## src/logic/sleep_ctl_consts.svh

```systemverilog
// offsets, field positions, encodings and timing counts of the sleep controller
`ifndef SLEEP_CTL_CONSTS_SVH
`define SLEEP_CTL_CONSTS_SVH

// ==========================================
// register indices, byte address = index * 4
`define MCU_CTRL_INDEX      10'h035
`define IRQ_MASK_INDEX      10'h020
`define SLEEP_STATUS_INDEX  10'h021
`define APB_ADDR_W          12

// ==========================================
// control register fields
`define CTRL_PUD_BIT        6
`define CTRL_SLEEP_ALLOW    5
`define CTRL_MODE_HI        4
`define CTRL_MODE_LO        3
`define CTRL_SENSE_HI       1
`define CTRL_SENSE_LO       0
`define CTRL_WRITE_MASK     8'h7b
`define CTRL_RESET          8'h00

// ==========================================
// mask register fields
`define MASK_EXT_EN_BIT     6
`define MASK_WRITE_MASK     8'h40
`define MASK_RESET          8'h00

// ==========================================
// status register fields
`define STAT_STATE_LO       0
`define STAT_EDGE_FLAG      2
`define STAT_SKIPPED        3
`define STAT_PIN_LEVEL      4
`define STAT_RESET_WAKE     5

// ==========================================
// sleep modes and sense encodings
`define MODE_IDLE           2'h0
`define MODE_NOISE          2'h1
`define MODE_PDOWN          2'h2
`define MODE_STANDBY        2'h3
`define SENSE_LOW           2'h0
`define SENSE_ANY           2'h1
`define SENSE_FALL          2'h2
`define SENSE_RISE          2'h3

// ==========================================
// timing
`define SYS_CLK_PERIOD_NS   25
`define WDT_OSC_PERIOD_NS   1000
`define WDT_TICK_CYCLES     (`WDT_OSC_PERIOD_NS / `SYS_CLK_PERIOD_NS)
`define WAKE_HALT_CYCLES    4
`define STANDBY_WAKE_CYCLES 6
`define RESTART_DLY_0       64
`define RESTART_DLY_1       256
`define RESTART_DLY_2       1024
`define RESTART_DLY_3       16384

`endif

```

## src/logic/sleep_ctl_pkg.sv

```systemverilog
// types shared by the sleep controller files
package sleep_ctl_pkg;
	typedef enum logic [1:0] {ST_RUN, ST_SLEEP, ST_RESTART, ST_HALT} sleep_state_t;
	typedef logic [1:0] sleep_mode_t;
endpackage : sleep_ctl_pkg

```

## src/logic/pin_sync.sv

```systemverilog
// two-flop synchroniser for asynchronous pins
`timescale 1ns/1ps
module pin_sync #(
	parameter int W = 1
) (
	input  wire logic         sys_clk,
	input  wire logic         rst,
	input  wire logic [W-1:0] pinIn,
	output logic      [W-1:0] pinOut
);
	logic [W-1:0] stage1;
	logic [W-1:0] next_stage1;
	logic [W-1:0] next_pinOut;

	always_comb begin
		next_stage1 = pinIn;
		next_pinOut = stage1;
	end

	always_ff @(posedge sys_clk or posedge rst) begin
		if (rst) begin
			stage1 <= '0;
			pinOut <= '0;
		end else begin
			stage1 <= next_stage1;
			pinOut <= next_pinOut;
		end
	end
endmodule : pin_sync

```

## src/logic/wake_sampler.sv

```systemverilog
// double sampling of wake levels on watchdog oscillator ticks
`timescale 1ns/1ps
module wake_sampler #(
	parameter int W = 2
) (
	input  wire logic         sys_clk,
	input  wire logic         rst,
	input  wire logic         tick,
	input  wire logic         armed,
	input  wire logic [W-1:0] level,
	output logic      [W-1:0] confirmed
);
	logic [W-1:0] firstSeen;
	logic [W-1:0] next_firstSeen;
	logic [W-1:0] next_confirmed;

	genvar i;
	generate
		for (i = 0; i < W; i++) begin : g_bit
			// both consecutive samples must show the level
			always_comb begin
				next_firstSeen[i] = firstSeen[i];
				next_confirmed[i] = confirmed[i];
				if (!armed) begin
					next_firstSeen[i] = 1'b0;
					next_confirmed[i] = 1'b0;
				end else if (tick) begin
					next_firstSeen[i] = level[i];
					next_confirmed[i] = level[i] & firstSeen[i];
				end
			end
		end
	endgenerate

	always_ff @(posedge sys_clk or posedge rst) begin
		if (rst) begin
			firstSeen <= '0;
			confirmed <= '0;
		end else begin
			firstSeen <= next_firstSeen;
			confirmed <= next_confirmed;
		end
	end
endmodule : wake_sampler

```

## src/logic/sleep_mode_and_ext_irq_sense.sv

```systemverilog
// sleep-mode controller with external interrupt sense and apb registers
//
// Contract
// - sense 00 low, 01 change, 10 fall, 11 rise
// - request needs global flag and own enable
// - sleep only when sleep-allow bit set
// - halt four cycles after start-up on wake
// - register file and ram kept across sleep
// - reset during sleep wakes to reset vector
// - idle stops only cpu and flash clocks
// - idle wakes on external and internal interrupts
// - idle or noise mode starts enabled adc
// - noise mode stops io, cpu, flash clocks
// - noise mode wake sources limited to listed
// - power-down stops oscillator and all clocks
// - power-down wake sources limited to listed
// - power-down wake waits fuse-chosen restart delay
// - level wake needs two watchdog samples; idle and noise wake on the level directly
// - vanished wake condition skips its interrupt
// - standby keeps oscillator, wakes in six cycles
// - clock domains gated per mode table
// - deep modes: level only; nvm, adc shallow only
// - mode bits 4:3, allow 5, sense 1:0
`include "sleep_ctl_consts.svh"
`timescale 1ns/1ps
module sleep_mode_and_ext_irq_sense #(
	parameter int RESTART_DLY0 = `RESTART_DLY_0,
	parameter int RESTART_DLY1 = `RESTART_DLY_1,
	parameter int RESTART_DLY2 = `RESTART_DLY_2,
	parameter int RESTART_DLY3 = `RESTART_DLY_3
) (
	input  wire logic                   sys_clk,
	input  wire logic                   rst,
	input  wire logic                   psel,
	input  wire logic                   penable,
	input  wire logic                   pwrite,
	input  wire logic [`APB_ADDR_W-1:0] paddr,
	input  wire logic [31:0]            pwdata,
	output logic      [31:0]            prdata,
	output logic                        pready,
	output logic                        pslverr,
	input  wire logic                   sleepInstr,
	input  wire logic                   globalIrqEnable,
	input  wire logic                   extIrqAck,
	input  wire logic                   extIrqPin,
	input  wire logic                   extResetPin,
	input  wire logic                   pinChangeIrq,
	input  wire logic                   usiStartIrq,
	input  wire logic                   nvmReadyIrq,
	input  wire logic                   adcDoneIrq,
	input  wire logic                   otherIoIrq,
	input  wire logic                   wdtResetReq,
	input  wire logic                   brownOutReq,
	input  wire logic                   adcEnabled,
	input  wire logic                   crystalSelected,
	input  wire logic [3:0]             clockSourceFuses,
	output logic                        cpuClkEn,
	output logic                        flashClkEn,
	output logic                        ioClkEn,
	output logic                        adcClkEn,
	output logic                        mainOscEn,
	output logic                        extIrqRequest,
	output logic                        adcStartConv,
	output logic                        resumeFromReset,
	output logic                        pullUpDisable
);
	// ==========================================
	// helpers
	// {io clock, adc clock, main oscillator} kept while asleep
	function automatic logic [2:0] sleepGating(input sleep_ctl_pkg::sleep_mode_t m);
		unique case (m)
			`MODE_IDLE:    sleepGating = 3'h7;
			`MODE_NOISE:   sleepGating = 3'h3;
			`MODE_PDOWN:   sleepGating = 3'h0;
			`MODE_STANDBY: sleepGating = 3'h1;
		endcase
	endfunction : sleepGating

	function automatic logic isAddr(input logic [`APB_ADDR_W-1:0] a, input logic [9:0] idx);
		isAddr = (a == {idx, 2'b00});
	endfunction : isAddr

	// ==========================================
	// pin synchronisers
	logic extPinSync;
	logic extResetSync;

	pin_sync #(
		.W (2)
	) u_pin_sync (
		.sys_clk (sys_clk),
		.rst     (rst),
		.pinIn   ({extResetPin, extIrqPin}),
		.pinOut  ({extResetSync, extPinSync})
	);

	// ==========================================
	// apb register slave
	logic [7:0] ctrlReg;
	logic [7:0] maskReg;
	logic [7:0] next_ctrlReg;
	logic [7:0] next_maskReg;
	logic [31:0] next_prdata;
	logic        next_pready;
	logic        next_pslverr;
	logic [7:0]  statusReg;
	logic        wrStrobe;
	logic        hitCtrl;
	logic        hitMask;
	logic        hitStatus;

	assign wrStrobe  = psel & penable & pready & pwrite;
	assign hitCtrl   = isAddr(paddr, `MCU_CTRL_INDEX);
	assign hitMask   = isAddr(paddr, `IRQ_MASK_INDEX);
	assign hitStatus = isAddr(paddr, `SLEEP_STATUS_INDEX);

	always_comb begin
		next_ctrlReg = ctrlReg;
		next_maskReg = maskReg;
		next_prdata  = prdata;
		next_pready  = 1'b0;
		next_pslverr = 1'b0;
		// reserved bits stay zero
		if (wrStrobe && hitCtrl)
			next_ctrlReg = pwdata[7:0] & `CTRL_WRITE_MASK;
		if (wrStrobe && hitMask)
			next_maskReg = pwdata[7:0] & `MASK_WRITE_MASK;
		// answer in the first access cycle
		if (psel && !penable) begin
			next_pready  = 1'b1;
			next_pslverr = !(hitCtrl || hitMask || hitStatus);
			if (pwrite)
				next_prdata = 32'h0000_0000;
			else if (hitCtrl)
				next_prdata = {24'h00_0000, ctrlReg};
			else if (hitMask)
				next_prdata = {24'h00_0000, maskReg};
			else if (hitStatus)
				next_prdata = {24'h00_0000, statusReg};
			else
				next_prdata = 32'h0000_0000;
		end
	end

	always_ff @(posedge sys_clk or posedge rst) begin
		if (rst) begin
			ctrlReg <= `CTRL_RESET;
			maskReg <= `MASK_RESET;
			prdata  <= 32'h0000_0000;
			pready  <= 1'b0;
			pslverr <= 1'b0;
		end else begin
			ctrlReg <= next_ctrlReg;
			maskReg <= next_maskReg;
			prdata  <= next_prdata;
			pready  <= next_pready;
			pslverr <= next_pslverr;
		end
	end

	// ==========================================
	// control fields
	logic                      sleepAllow;
	sleep_ctl_pkg::sleep_mode_t modeSel;
	logic [1:0]                senseSel;
	logic                      extEnable;

	assign sleepAllow = ctrlReg[`CTRL_SLEEP_ALLOW];
	assign modeSel    = ctrlReg[`CTRL_MODE_HI:`CTRL_MODE_LO];
	assign senseSel   = ctrlReg[`CTRL_SENSE_HI:`CTRL_SENSE_LO];
	assign extEnable  = maskReg[`MASK_EXT_EN_BIT];

	// ==========================================
	// external interrupt sense
	logic prevPin;
	logic edgeFlag;
	logic next_prevPin;
	logic next_edgeFlag;
	logic next_extIrqRequest;
	logic edgeHit;
	logic levelLow;
	logic extPending;

	always_comb begin
		unique case (senseSel)
			`SENSE_ANY:  edgeHit = extPinSync ^ prevPin;
			`SENSE_FALL: edgeHit = prevPin & ~extPinSync;
			`SENSE_RISE: edgeHit = extPinSync & ~prevPin;
			`SENSE_LOW:  edgeHit = 1'b0;
		endcase
	end

	assign levelLow   = (senseSel == `SENSE_LOW) & ~extPinSync;
	assign extPending = levelLow | edgeFlag;

	logic running;

	always_comb begin
		next_prevPin  = extPinSync;
		next_edgeFlag = edgeFlag;
		// a new edge wins over the acknowledge
		if (extIrqAck)
			next_edgeFlag = 1'b0;
		if (edgeHit)
			next_edgeFlag = 1'b1;
		if (senseSel == `SENSE_LOW)
			next_edgeFlag = 1'b0;
		next_extIrqRequest = running & globalIrqEnable & extEnable & extPending;
	end

	always_ff @(posedge sys_clk or posedge rst) begin
		if (rst) begin
			prevPin       <= 1'b1;
			edgeFlag      <= 1'b0;
			extIrqRequest <= 1'b0;
		end else begin
			prevPin       <= next_prevPin;
			edgeFlag      <= next_edgeFlag;
			extIrqRequest <= next_extIrqRequest;
		end
	end

	// ==========================================
	// watchdog oscillator tick divider
	logic [15:0] wdtDiv;
	logic [15:0] next_wdtDiv;
	logic        wdtTick;
	logic        next_wdtTick;

	always_comb begin
		next_wdtTick = 1'b0;
		next_wdtDiv  = wdtDiv + 16'h0001;
		if (wdtDiv == 16'(`WDT_TICK_CYCLES - 1)) begin
			next_wdtDiv  = 16'h0000;
			next_wdtTick = 1'b1;
		end
	end

	always_ff @(posedge sys_clk or posedge rst) begin
		if (rst) begin
			wdtDiv  <= 16'h0000;
			wdtTick <= 1'b0;
		end else begin
			wdtDiv  <= next_wdtDiv;
			wdtTick <= next_wdtTick;
		end
	end

	// ==========================================
	// level confirmation in deep sleep
	sleep_ctl_pkg::sleep_state_t state;
	sleep_ctl_pkg::sleep_mode_t  effMode;
	logic                        deepSleep;
	logic [1:0]                  levelConfirmed;

	assign deepSleep = (state == sleep_ctl_pkg::ST_SLEEP) &&
		(effMode == `MODE_PDOWN || effMode == `MODE_STANDBY);

	wake_sampler #(
		.W (2)
	) u_wake_sampler (
		.sys_clk   (sys_clk),
		.rst       (rst),
		.tick      (wdtTick),
		.armed     (deepSleep),
		.level     ({pinChangeIrq, extEnable & levelLow}),
		.confirmed (levelConfirmed)
	);

	// ==========================================
	// wake source selection
	logic extLevelWake;
	logic wakeIrq;
	logic resetReq;

	assign extLevelWake = extEnable & levelLow;
	assign resetReq     = extResetSync | wdtResetReq | brownOutReq;

	always_comb begin
		unique case (effMode)
			`MODE_IDLE:
				wakeIrq = (extEnable & extPending) | pinChangeIrq | usiStartIrq |
					nvmReadyIrq | adcDoneIrq | otherIoIrq;
			`MODE_NOISE:
				wakeIrq = extLevelWake | pinChangeIrq | usiStartIrq | nvmReadyIrq | adcDoneIrq;
			`MODE_PDOWN, `MODE_STANDBY:
				wakeIrq = levelConfirmed[0] | levelConfirmed[1] | usiStartIrq;
		endcase
	end

	// ==========================================
	// sleep state machine and clock gating
	sleep_ctl_pkg::sleep_state_t next_state;
	sleep_ctl_pkg::sleep_mode_t  next_effMode;
	logic [15:0]                 count;
	logic [15:0]                 next_count;
	logic [15:0]                 restartDly;
	logic                        byReset;
	logic                        next_byReset;
	logic                        byExtLevel;
	logic                        next_byExtLevel;
	logic                        skipped;
	logic                        next_skipped;
	logic [2:0]                  keep;
	logic                        next_cpuClkEn;
	logic                        next_flashClkEn;
	logic                        next_ioClkEn;
	logic                        next_adcClkEn;
	logic                        next_mainOscEn;
	logic                        next_adcStartConv;
	logic                        next_resumeFromReset;
	logic                        next_pullUpDisable;

	assign running = (state == sleep_ctl_pkg::ST_RUN);

	always_comb begin
		unique case (clockSourceFuses[1:0])
			2'h0: restartDly = 16'(RESTART_DLY0);
			2'h1: restartDly = 16'(RESTART_DLY1);
			2'h2: restartDly = 16'(RESTART_DLY2);
			2'h3: restartDly = 16'(RESTART_DLY3);
		endcase
	end

	assign keep = sleepGating(effMode);

	always_comb begin
		next_state           = state;
		next_effMode         = effMode;
		next_count           = count;
		next_byReset         = byReset;
		next_byExtLevel      = byExtLevel;
		next_skipped         = skipped;
		next_adcStartConv    = 1'b0;
		next_resumeFromReset = 1'b0;
		next_pullUpDisable   = ctrlReg[`CTRL_PUD_BIT];
		unique case (state)
			sleep_ctl_pkg::ST_RUN: begin
				if (sleepInstr && sleepAllow) begin
					next_state   = sleep_ctl_pkg::ST_SLEEP;
					next_byReset = 1'b0;
					next_skipped = 1'b0;
					// standby without a crystal falls back to power-down
					next_effMode = (modeSel == `MODE_STANDBY && !crystalSelected) ? `MODE_PDOWN : modeSel;
					next_adcStartConv = adcEnabled &&
						(modeSel == `MODE_IDLE || modeSel == `MODE_NOISE);
				end
			end
			sleep_ctl_pkg::ST_SLEEP: begin
				if (resetReq || wakeIrq) begin
					next_byReset    = resetReq;
					next_byExtLevel = !resetReq && extLevelWake;
					unique case (effMode)
						`MODE_PDOWN: begin
							next_state = sleep_ctl_pkg::ST_RESTART;
							next_count = restartDly;
						end
						`MODE_STANDBY: begin
							next_state = sleep_ctl_pkg::ST_RESTART;
							next_count = 16'(`STANDBY_WAKE_CYCLES - `WAKE_HALT_CYCLES);
						end
						`MODE_IDLE, `MODE_NOISE: begin
							next_state = sleep_ctl_pkg::ST_HALT;
							next_count = 16'(`WAKE_HALT_CYCLES);
						end
					endcase
				end
			end
			sleep_ctl_pkg::ST_RESTART: begin
				next_count = count - 16'h0001;
				if (count <= 16'h0001) begin
					next_state = sleep_ctl_pkg::ST_HALT;
					next_count = 16'(`WAKE_HALT_CYCLES);
				end
			end
			sleep_ctl_pkg::ST_HALT: begin
				next_count = count - 16'h0001;
				if (count <= 16'h0001) begin
					// core state untouched, only the restart point differs
					next_state           = sleep_ctl_pkg::ST_RUN;
					next_resumeFromReset = byReset;
					next_skipped         = byExtLevel && !levelLow;
				end
			end
		endcase
		// power-down keeps no clock at all, standby keeps clock of nothing but the oscillator
		next_cpuClkEn   = (next_state == sleep_ctl_pkg::ST_RUN);
		next_flashClkEn = (next_state == sleep_ctl_pkg::ST_RUN) ||
			(next_state == sleep_ctl_pkg::ST_HALT);
		next_ioClkEn    = next_flashClkEn;
		next_adcClkEn   = next_flashClkEn;
		next_mainOscEn  = 1'b1;
		if (next_state == sleep_ctl_pkg::ST_SLEEP) begin
			next_ioClkEn   = keep[2];
			next_adcClkEn  = keep[1];
			next_mainOscEn = keep[0];
		end else if (next_state == sleep_ctl_pkg::ST_RESTART) begin
			next_ioClkEn   = 1'b0;
			next_adcClkEn  = 1'b0;
		end
	end

	always_ff @(posedge sys_clk or posedge rst) begin
		if (rst) begin
			state           <= sleep_ctl_pkg::ST_RUN;
			effMode         <= `MODE_IDLE;
			count           <= 16'h0000;
			byReset         <= 1'b0;
			byExtLevel      <= 1'b0;
			skipped         <= 1'b0;
			cpuClkEn        <= 1'b1;
			flashClkEn      <= 1'b1;
			ioClkEn         <= 1'b1;
			adcClkEn        <= 1'b1;
			mainOscEn       <= 1'b1;
			adcStartConv    <= 1'b0;
			resumeFromReset <= 1'b0;
			pullUpDisable   <= 1'b0;
		end else begin
			state           <= next_state;
			effMode         <= next_effMode;
			count           <= next_count;
			byReset         <= next_byReset;
			byExtLevel      <= next_byExtLevel;
			skipped         <= next_skipped;
			cpuClkEn        <= next_cpuClkEn;
			flashClkEn      <= next_flashClkEn;
			ioClkEn         <= next_ioClkEn;
			adcClkEn        <= next_adcClkEn;
			mainOscEn       <= next_mainOscEn;
			adcStartConv    <= next_adcStartConv;
			resumeFromReset <= next_resumeFromReset;
			pullUpDisable   <= next_pullUpDisable;
		end
	end

	// ==========================================
	// status view
	always_comb begin
		statusReg                                       = 8'h00;
		statusReg[`STAT_STATE_LO+1:`STAT_STATE_LO]     = 2'(state);
		statusReg[`STAT_EDGE_FLAG]                      = edgeFlag;
		statusReg[`STAT_SKIPPED]                        = skipped;
		statusReg[`STAT_PIN_LEVEL]                      = extPinSync;
		statusReg[`STAT_RESET_WAKE]                     = byReset;
	end
endmodule : sleep_mode_and_ext_irq_sense

```

## config.mk

```make
export PLATFORM = sky130hd
export DESIGN_NAME = sleep_mode_and_ext_irq_sense
export DESIGN_NICKNAME = d
export VERILOG_FILES = /design/src/logic/sleep_ctl_pkg.sv /design/src/logic/pin_sync.sv /design/src/logic/wake_sampler.sv /design/src/logic/sleep_mode_and_ext_irq_sense.sv
export VERILOG_INCLUDE_DIRS = /design/src /design/src/logic
export SDC_FILE = /design/constraint.sdc
export NUM_CORES = 1
export LEC_CHECK = 0
export BUFFER_PORTS_ARGS = -buffer_cell sky130_fd_sc_hd__buf_4
export CORE_MARGIN = 5
export CORE_UTILIZATION = 47
export CTS_CLUSTER_SIZE = 40
export DETAILED_ROUTE_END_ITERATION = 8
export PLACE_DENSITY_LB_ADDON = 0.12
export SLEW_MARGIN = 20
export SYNTH_ARGS = -nofsm -noshare
export SYNTH_HDL_FRONTEND = slang
export SYNTH_SLANG_ARGS = --single-unit
```

## constraint.sdc

```tcl
create_clock -name sys_clk -period 2.6 [get_ports sys_clk]
set_clock_uncertainty 0.05 [all_clocks]
set_input_delay 0.26 -clock sys_clk [delete_from_list [all_inputs] [get_ports sys_clk]]
set_output_delay 0.26 -clock sys_clk [all_outputs]
set_load 0.05 [all_outputs]
```

==> flow_metrics.py, run 1 <==
metrics = {
    "finish": {
        "area_growth_pct": 19.9,
        "n_antenna_cell": 0,
        "design_area_um2": 4480,
        "fin_nets": 511,
        "fin_util_pct": 58.0,
        "drive_gt1_share_pct": 25.6,
    },
    "die": {
        "initial_utilization_pct": 48.4,
        "ios": 110,
        "die_w_um": 99.2,
        "rows": 32,
        "fp.dieH_um": 99.2,
        "core_um2": 7730,
        "die-area_um2": 9840,
    },
    "sta": {
        "period_minus_slack_ns": 2.42,
        "maxSlewHeadroom_pct": 58.7,
        "maxSlewViolCount": 0,
        "max_freq_mhz": 413,
        "setup_tns_ns": 0,
        "setup-violations-final": 0,
        "rsz0062_at_grt": "false",
        "tightestPinTransition_ns": 0.618,
        "hold_viol_final": 0,
        "fin_crit_sh_pct": 93.2,
        "fin_ws_ns": 0.178,
    },
    "detailed_routing": {
        "first_pass_iters": 5,
        "drc": 0,
        "drt_iter0_drc": 213,
        "vias_per_cell": 5.22,
        "vias": 2838,
        "wire_per_inst_um": 15.2,
        "antenna_left": 0,
        "wl_mm": 8.28,
    },
    "global_route": {
        "grt_pass1_wl_mm": 13.4,
        "grt_max_degree": 76,
        "overflow": 0,
        "grt_usage_pct": 17.0,
        "antenna_found_initial": 0,
        "grt_pass1_vias": 2712,
    },
    "hold_path": {
        "holdCritStartpoint": "pwdata[0]",
        "hp-class": "in2reg",
    },
    "yosys": {
        "syn_inst": 361,
        "synthTopCellsByArea": "dfrtp_1 (46%), buf_4 (5.4%), dfstp_2 (4.2%)",
        "yosys-top-cells-count": "dfrtp_1 (69), nand2_1 (29), nor2_1 (28)",
        "synth_seq_cells": 75,
        "yosys.area.top_type": "dfrtp_1",
        "synth_area_um2": 3740,
        "synth_edf_count": 0,
        "syn_avg_cell_area_um2": 10.4,
        "async_flop_share_pct": 100,
        "yosys_warnings": 0,
        "ys.flop_type": "dfrtp_1",
        "ys_seq_area_share_pct": 50.4,
        "yosysUniqueCellTypes": 59,
        "synth.top_cell.area_share_pct": 46.2,
        "yosysMostFrequentCell": "dfrtp_1",
    },
    "placement": {
        "dp_slack_ns": 0.123,
        "place_congestion": 0.830,
        "dp_hpwl_mm": 6.02,
        "port_buffers": 56,
        "placed_cell_area_um2": 4260,
    },
    "power_and_ir_drop": {
        "irDropWorstVdd_uv": 430,
        "p_leak_nw": 2.14,
        "power_mw": 2.41,
        "power_density_nw_per_um2": 537,
    },
    "critical_path": {
        "worstSetupStartpoint": "ctrlReg[0]$_DFFE_PP0P_",
        "critical_path.endpoint": "ioClkEn$_DFF_PP1_",
        "reg2reg_from": "ctrlReg[0]$_DFFE_PP0P_",
        "r2r_setup_slack_ns": 0.18,
        "start_kind": "flip-flop",
        "path_class": "reg2reg",
        "endpoint_kind": "flip-flop",
        "cp.required_ns": 2.82,
        "arrival_ns": 2.64,
        "critical_path.max_fanout": 5,
        "rr_worst_depth": 9,
        "regToRegEndpoint": "ioClkEn$_DFF_PP1_",
    },
    "clocking": {
        "cts_tree": "built",
        "cts_made_buffers": 9,
        "cts_buffer_depth": 2,
        "cts_root_buf": "clkbuf_8",
        "htreeDepth": 3,
        "clkTransAtPathRegs_ns": 0.08,
        "cts_sinks": 75,
        "insertion_delay_ns": 0.34,
    },
    "outcome": {
        "status": "completed",
    },
    "job": {
        "maxCapViolations": 0,
    },
}
==> cells by family (layout without fill, tap and decap cells) <==
family	after synthesis	after routing	synth area share, %
AO/OA/AOI/OAI	61	61	11.8
XOR/XNOR	16	16	3.75
buffers and inverters	47	104	8.10
flip-flops	75	75	50.4
multiplexers	8	8	2.34
other	1	25	0.100
AND/OR/NAND/NOR	146	146	21.2
adder cells (fa/ha/maj)	7	7	2.34
==> area by class of cell <==
type                    instances  area, um^2
repair buffers                 75         583
clock inverters                 3        17.5
multi-input cells             263        1670
flip-flops and latches         75        1880
clock buffers                  13         149
inverters                      13        48.8
well taps                     102         128
fillers                       677        3240
==> flip-flops by register name, indices dropped and copies added, names as in the netlist, 2 cells and up <==
name,flops
prdata,7
wdtDiv,16
u_pin_sync.pinOut,2
count,16
effMode,2
u_pin_sync.next_pinOut,2
u_wake_sampler.firstSeen,2
ctrlReg,6
state,2
u_wake_sampler.confirmed,2
==> metal layers <==
metal | vias up | global-route usage (%) | wire, um
met5 | - | 0 | 0
met4 | 0 | 4.10 | 93
met3 | 9 | 6.31 | 543
met2 | 75 | 25.2 | 3920
met1 | 1362 | 23.8 | 3720
li1 | 1392 | - | -
==> stage by stage <==
stage	hold WS, ns	std cells
CTS	0.0495	544
detailed placement	0.288	525
finish	0.0691	544
global placement	0.284	525
global route	0.0493	544
floorplan	0.241	385
==> worst min-delay path by stage <==
stage | depth (start not counted) | slack [ns] | end
after floorplan | 0 | 0.24 | u_pin_sync.next_pinOut[0]$_DFF_PP0_
after global placement | 0 | 0.28 | u_pin_sync.pinOut[1]$_DFF_PP0_
after detailed placement | 0 | 0.29 | u_pin_sync.pinOut[1]$_DFF_PP0_
after CTS | 3 | 0.05 | ctrlReg[0]$_DFFE_PP0P_
after global routing | 3 | 0.05 | ctrlReg[0]$_DFFE_PP0P_
final | 3 | 0.07 | ctrlReg[0]$_DFFE_PP0P_
==> where the power goes <==
group,internal (mW),total [mW],switching [mW]
clock network,0.371,0.777,0.406
registers,1.20,1.23,0.0233
logic,0.123,0.404,0.281
==> critical path, cell delays in order (launching register included) <==
cell and delay [ns]:
dfrtp_1 0.44, or4b_1 0.63, o22ai_1 0.27, or4_4 0.18, a21oi_4 0.05, nand2b_1 0.19, ha_1 0.28, inv_1 0.07
nor2_1 0.05, a21oi_1 0.13
==> cells in the final DEF, fill, tap and decap left out, types with 3 or more instances in the layout <==
master,instances
buf_4,71
dfrtp_1,69
nand2_1,29
nor2_1,28
conb_1,25
nand3_1,15
a21oi_1,13
inv_1,12
and3_1,12
clkbuf_8,10
nor3_1,9
nand4_1,9
o21ai_0,8
xor2_1,8
xnor2_1,8
a22oi_1,7
nand2b_1,7
ha_1,7
nor2b_1,6
mux2_2,6
dfstp_2,6
o22ai_1,5
o31ai_1,5
nor4_1,4
nand3b_1,4
nor4b_1,3
a221o_2,3
clkbuf_1,3
dlygate4sd3_1,3
==> repair_timing <==
action                                  4_1_cts  5_1_grt
resized for setup                             0        5
endpoints found under the hold margin        71        0
endpoints found under the setup margin        0        2
hold buffers                                  3        0
buffers inserted                              0        0
(Power assumes the default switching activity.)
==> run 2: changes to the inputs <==
--- a/config.mk
+++ b/config.mk
@@ -12,6 +12,7 @@
 export CTS_CLUSTER_SIZE = 40
 export DETAILED_ROUTE_END_ITERATION = 8
 export PLACE_DENSITY_LB_ADDON = 0.12
+export REMOVE_ABC_BUFFERS = 1
 export SLEW_MARGIN = 20
 export SYNTH_ARGS = -nofsm -noshare
 export SYNTH_HDL_FRONTEND = slang
==> run 2 against run 1 <==
Against the previous run: final cell count grew 0.37%; critical path depth shrank 1; clock power up 1%; wire length grew 0.45%; register-to-register slack is essentially flat; sequential cell count unchanged; via count is 2.0% higher.
==> flow_metrics.py, run 2 (synthesis results as in run 1) <==
metrics = {
    "clocking": {
        "insertion_delay_ns": 0.34,
        "cts_root_buf": "clkbuf_8",
        "cts_tree": "built",
        "cts_made_buffers": 9,
        "cts_buffer_depth": 2,
        "htreeDepth": 3,
        "cts_sinks": 75,
        "clkTransAtPathRegs_ns": 0.08,
    },
    "placement": {
        "port_buffers": 56,
        "place_congestion": 0.857,
        "dp_hpwl_mm": 6.24,
    },
    "detailed_routing": {
        "vias": 2894,
        "wire_per_inst_um": 15.2,
        "wl_mm": 8.31,
        "antenna_left": 0,
        "vias_per_cell": 5.30,
        "drt_iter0_drc": 107,
        "first_pass_iters": 4,
        "drc": 0,
    },
    "power_and_ir_drop": {
        "clkPwrFrac_pct": 32.7,
        "irDropWorstVdd_uv": 363,
        "pwr-share-seq_pct": 51.0,
        "intPower_mw": 1.67,
        "power.share.switching_pct": 30.5,
        "p_switching_uw": 734,
        "pwr-share-comb_pct": 16.3,
        "p_leak_nw": 2.14,
        "power_density_nw_per_um2": 537,
    },
    "finish": {
        "fin_util_pct": 57.9,
        "multi_input_area_um2": 1650,
        "seq_area_um2": 1880,
        "fin_nets": 513,
        "drive_gt1_share_pct": 25.7,
        "final_common_cell": "buf_4",
        "biggestRegsByFlops": "count (16), wdtDiv (16), prdata (7)",
        "n_antenna_cell": 0,
        "fillCellCount": 716,
        "area_growth_pct": 19.7,
        "mostFrequentLayoutCells": "buf_4 (73), dfrtp_1 (69), nand2_1 (29), nor2_1 (28), conb_1 (25)",
    },
    "hold_path": {
        "whs_path_depth": 3,
        "hp-class": "in2reg",
    },
    "die": {
        "fp.dieH_um": 99.2,
        "die_w_um": 99.2,
        "rows": 32,
        "die-area_um2": 9840,
        "initial_utilization_pct": 48.4,
        "ios": 110,
        "core_um2": 7730,
    },
    "sta": {
        "period_minus_slack_ns": 2.43,
        "maxSlewHeadroom_pct": 53.8,
        "fin_crit_sh_pct": 93.6,
        "rsz0062_at_grt": "false",
        "setup-violations-final": 0,
        "setup_tns_ns": 0,
        "tightestPinTransition_ns": 0.692,
        "hold_viol_final": 0,
        "maxSlewViolCount": 0,
        "max_freq_mhz": 411,
    },
    "global_route": {
        "antenna_found_initial": 0,
        "grt_max_degree": 45,
        "grt_pass1_wl_mm": 13.7,
        "grt_usage_pct": 17.3,
        "overflow": 0,
        "grt_pass1_vias": 2844,
    },
    "outcome": {
        "status": "completed",
    },
    "critical_path": {
        "cp.required_ns": 2.82,
        "cpPeakStageDelay_ns": 0.58,
        "arrival_ns": 2.65,
        "critical_path.cell_chain": "or4_1, nor4_2, xor2_1, a211oi_1, ha_1, inv_1, nor2_1, a21oi_1",
        "start_kind": "flip-flop",
        "critical_path.max_fanout": 6,
        "cp_slowest_cell": "or4_1",
        "path_class": "reg2reg",
        "endpoint_kind": "flip-flop",
        "rr_worst_depth": 8,
    },
    "job": {
        "maxCapViolations": 0,
    },
}
## run 2: worst paths after layout
check / slack [ns] / from / to
worst max-delay path: 0.17 / count[9]$_DFFE_PP0P_ / ioClkEn$_DFF_PP1_
worst min-delay path: 0.07 / pwdata[0] / ctrlReg[0]$_DFFE_PP0P_
worst max register to register: 0.17 / count[9]$_DFFE_PP0P_ / ioClkEn$_DFF_PP1_
worst min register to register: 0.33 / u_pin_sync.next_pinOut[1]$_DFF_PP0_ / u_pin_sync.pinOut[1]$_DFF_PP0_
max in group asynchronous: 1.23 / rst / prevPin$_DFF_PP1_
min in group asynchronous: 0.54 / rst / u_pin_sync.pinOut[1]$_DFF_PP0_
## run 2: per-stage QoR
stage / setup WS, ns / std cells / hold slack (ns) / total power, mW / instance area (um^2)
5_1_grt: 0.0142 / 546 / 0.0602 / 2.52 / 4480
2_1_floorplan: 0.193 / 351 / 0.241 / 1.50 / 3570
3_5_place_dp: 0.0734 / 527 / 0.306 / 1.63 / 4270
6_report: 0.167 / 546 / 0.0718 / 2.41 / 4480
4_1_cts: 0.0534 / 546 / 0.0566 / 2.43 / 4470
3_3_place_gp: 0.161 / 527 / 0.285 / 1.63 / 4270
## run 2: power groups by stage
stage	logic [mW]	registers, mW	clock network [mW]
after floorplan	0.220	1.28	0
after global placement	0.382	1.25	0
after detailed placement	0.386	1.25	0
after CTS	0.391	1.23	0.817
after global routing	0.424	1.23	0.859
final	0.393	1.23	0.786
## run 2: per-layer routing
| layer | global-route usage (%) | part of all wire, % | vias to the layer above |
|---|---|---|---|
| li1 | - | - | 1397 |
| met3 | 4.35 | 4.9 | 7 |
| met2 | 27.7 | 49 | 77 |
| met5 | 0 | 0 | - |
| met4 | 4.83 | 0.96 | 0 |
| met1 | 23.3 | 45 | 1413 |
## run 2: critical path, delay by kind of cell, from the launching register on
kind	cells	cell delay, ns
DFF	1	0.43
and+or+nand+nor	3	0.98
adders and majority gates	1	0.27
buffers and inverters	1	0.07
xor gates and xnor gates	1	0.14
AOI/OAI and AO/OA	2	0.41
## run 2: cell type report
cell class                 instances  share of cell area (%)
tap                              102                    2.85
clock inverter                     6                   0.923
clock buffer                      10                    2.85
timing repair buffer              77                    13.4
sequential                        75                    42.1
inverter                          13                    1.09
multi-input combinational        263                    36.8
## run 2: what timing repair did
item / in CTS / in global routing
endpoints found under the setup margin: 0 / 2
setup buffers: 0 / 0
resized for setup: 0 / 1
hold buffers: 3 / 0
endpoints found under the hold margin: 18 / 0
==> run 3: changes to the inputs <==
--- a/config.mk
+++ b/config.mk
@@ -6,14 +6,15 @@
 export SDC_FILE = /design/constraint.sdc
 export NUM_CORES = 1
 export LEC_CHECK = 0
-export BUFFER_PORTS_ARGS = -buffer_cell sky130_fd_sc_hd__buf_4
 export CORE_MARGIN = 5
-export CORE_UTILIZATION = 47
+export CORE_UTILIZATION = 57
 export CTS_CLUSTER_SIZE = 40
 export DETAILED_ROUTE_END_ITERATION = 8
+export DONT_BUFFER_PORTS = 1
 export PLACE_DENSITY_LB_ADDON = 0.12
 export REMOVE_ABC_BUFFERS = 1
 export SLEW_MARGIN = 20
 export SYNTH_ARGS = -nofsm -noshare
 export SYNTH_HDL_FRONTEND = slang
+export SYNTH_HIERARCHICAL = 1
 export SYNTH_SLANG_ARGS = --single-unit
==> run 3 against run 2 <==
Against the previous run: first-iteration DRC count stayed put; worst setup slack improved by 0.094 ns; sequential share of layout area up 3.3 points; critical path type unchanged; global-route usage is 1.7 points higher; via count shrank 6.4%; non-clock buffer count is 62 lower.
==> flow_metrics.py, run 3 <==
metrics = {
    "power_and_ir_drop": {
        "pwr-share-seq_pct": 48.0,
        "p_switching_mw": 1.14,
        "pwr-share-comb_pct": 20.4,
        "intPower_mw": 2.31,
        "power_density_nw_per_um2": 833,
        "clkPwrFrac_pct": 31.7,
        "p_leak_nw": 1.89,
        "irDropWorstVdd_uv": 779,
        "power.share.switching_pct": 33.0,
    },
    "sta": {
        "rsz0062_at_grt": "false",
        "maxSlewHeadroom_pct": 52.6,
        "tightestPinTransition_ns": 0.710,
        "period_minus_slack_ns": 2.34,
        "fin_crit_sh_pct": 89.9,
        "maxSlewViolCount": 0,
        "setup-violations-final": 0,
        "setup_tns_ns": 0,
        "fin_ws_ns": 0.261,
        "max_freq_mhz": 428,
        "hold_viol_final": 0,
    },
    "critical_path": {
        "reg2reg_from": "count[13]$_DFFE_PP0P_",
        "worstSetupStartpoint": "count[13]$_DFFE_PP0P_",
        "critical_path.max_fanout": 4,
        "path_class": "reg2reg",
        "endpoint_kind": "flip-flop",
        "r2r_setup_slack_ns": 0.26,
        "critical_path.cell_chain": "nor4_2, nand4bb_1, nor2_1, xnor2_1, a21oi_1, ha_1, o21ai_0",
        "rr_worst_depth": 7,
        "cp_slowest_cell": "nor4_2",
        "regToRegEndpoint": "ioClkEn$_DFF_PP1_",
        "start_kind": "flip-flop",
        "cpPeakStageDelay_ns": 0.44,
        "arrival_ns": 2.56,
        "critical_path.endpoint": "ioClkEn$_DFF_PP1_",
        "cp.required_ns": 2.82,
    },
    "detailed_routing": {
        "vias_per_cell": 5.75,
        "wire_per_inst_um": 16.6,
        "drt_iter0_drc": 107,
        "first_pass_iters": 4,
        "wl_mm": 7.80,
        "drc": 0,
        "antenna_left": 0,
        "vias": 2709,
    },
    "clocking": {
        "cts_sinks": 75,
        "cts_made_buffers": 9,
        "post_cts_buffers": 0,
        "htreeDepth": 3,
        "cts_root_buf": "clkbuf_8",
        "cts_buffer_depth": 2,
        "cts_resized": 0,
        "clkTransAtPathRegs_ns": 0.07,
        "insertion_delay_ns": 0.35,
        "cts_tree": "built",
    },
    "finish": {
        "final_common_cell": "dfrtp_1",
        "n_antenna_cell": 0,
        "drive_gt1_share_pct": 11.4,
        "biggestRegsByFlops": "count (16), wdtDiv (16), prdata (7)",
        "area_growth_pct": 8.76,
        "design_area_um2": 4150,
        "fin_nets": 463,
        "fillCellCount": 513,
        "mostFrequentLayoutCells": "dfrtp_1 (69), nand2_1 (26), nor2_1 (25), conb_1 (25), inv_1 (23)",
    },
    "yosys": {
        "async_flop_share_pct": 100,
        "yosys_warnings": 6,
        "synthTopCellsByArea": "dfrtp_1 (45%), buf_4 (5.5%), dfstp_2 (4.1%)",
        "yosys-top-cells-count": "dfrtp_1 (69), buf_4 (28), nand2_1 (26)",
        "syn_inst": 373,
        "ys_seq_area_share_pct": 49.4,
        "synth_seq_cells": 75,
        "yosysUniqueCellTypes": 57,
        "synth_edf_count": 0,
        "syn_avg_cell_area_um2": 10.2,
        "yosys.area.top_type": "dfrtp_1",
        "synth_area_um2": 3810,
        "ys.flop_type": "dfrtp_1",
        "yosysMostFrequentCell": "dfrtp_1",
        "synth.top_cell.area_share_pct": 45.3,
    },
    "global_route": {
        "antenna_found_initial": 0,
        "grt_pass1_vias": 2645,
        "grt_pass1_wl_mm": 12.8,
        "grt_usage_pct": 18.9,
        "grt_max_degree": 36,
        "overflow": 0,
    },
    "die": {
        "core_um2": 6420,
        "initial_utilization_pct": 59.4,
        "fp.dieH_um": 91.8,
        "ios": 110,
        "die-area_um2": 8420,
        "rows": 29,
        "die_w_um": 91.8,
    },
    "placement": {
        "place_congestion": 0.810,
        "port_buffers": 0,
        "dp_hpwl_mm": 5.53,
        "placed_cell_area_um2": 3810,
        "dp_slack_ns": 0.314,
    },
    "hold_path": {
        "whs_path_depth": 1,
        "hp-class": "in2reg",
    },
    "job": {
        "maxCapViolations": 0,
    },
    "outcome": {
        "status": "completed",
    },
}
-- run 3: repair_timing --
| item | 4_1_cts | 5_1_grt |
|---|---|---|
| hold buffers | 6 | 3 |
| setup endpoints to repair | 0 | 0 |
| endpoints found under the hold margin | 40 | 3 |
-- run 3: worst min-delay path by stage --
stage                               start                                  end  slack (ns)
after floorplan                       rst  u_pin_sync/next_pinOut[0]$_DFF_PP0_       -0.02
after global placement                rst  u_pin_sync/next_pinOut[1]$_DFF_PP0_       -0.01
after detailed placement              rst  u_pin_sync/next_pinOut[1]$_DFF_PP0_       -0.01
after CTS                      adcEnabled               adcStartConv$_DFF_PP0_      0.0007
after global routing            pwdata[1]               ctrlReg[1]$_DFFE_PP0P_      0.0004
final                     globalIrqEnable              extIrqRequest$_DFF_PP0_        0.01
-- run 3: critical path: cells and delay by family, from the launching register on --
family	cells	cell delay, ns
xor gates and xnor gates	1	0.18
adders and majority gates	1	0.35
DFF	1	0.42
AOI/OAI and AO/OA	2	0.29
and+or+nand+nor	3	0.97
-- run 3: stage by stage --
step	hold slack [ns]	cells	total power [mW]	util [%]
finish	0.0144	471	3.46	64.6
global route	0.000401	471	3.65	64.6
CTS	0.000655	468	3.47	64.1
detailed placement	-0.00969	446	2.36	59.4
global placement	-0.0105	446	2.34	59.4
floorplan	-0.0239	363	2.20	-
-- run 3: final cells by class --
class | instances | area, um^2 | share of cell area, %
Timing Repair Buffer | 15 | 148 | 3.56
Multi-Input combinational cell | 264 | 1680 | 40.6
Tap cell | 77 | 96.3 | 2.32
Clock buffer | 12 | 145 | 3.50
Inverter | 24 | 90.1 | 2.17
Clock inverter | 4 | 98.8 | 2.38
Sequential cell | 75 | 1880 | 45.4
-- run 3: kinds of logic after synthesis --
logic type	Yosys count	share of synthesized area (%)
simple gates	139	20.2
flops	75	49.4
compound gates	65	12.2
buf+inv	58	8.76
xor+xnor	16	3.68
mux	12	3.35
fa+ha+maj	7	2.30
other cells	1	0.0984
-- run 3: power groups by stage --
stage / logic, mW / registers, mW / clock network, mW
after floorplan: 0.571 / 1.62 / 0
after global placement: 0.675 / 1.67 / 0
after detailed placement: 0.689 / 1.67 / 0
after CTS: 0.702 / 1.66 / 1.12
after global routing: 0.794 / 1.68 / 1.17
final: 0.703 / 1.66 / 1.09
-- run 3: layer usage --
metal / track usage, % / wire length [um]
met2: 28.3 / 3500
met1: 25.6 / 3550
met5: 0 / 0
met4: 7.30 / 69
met3: 6.38 / 684
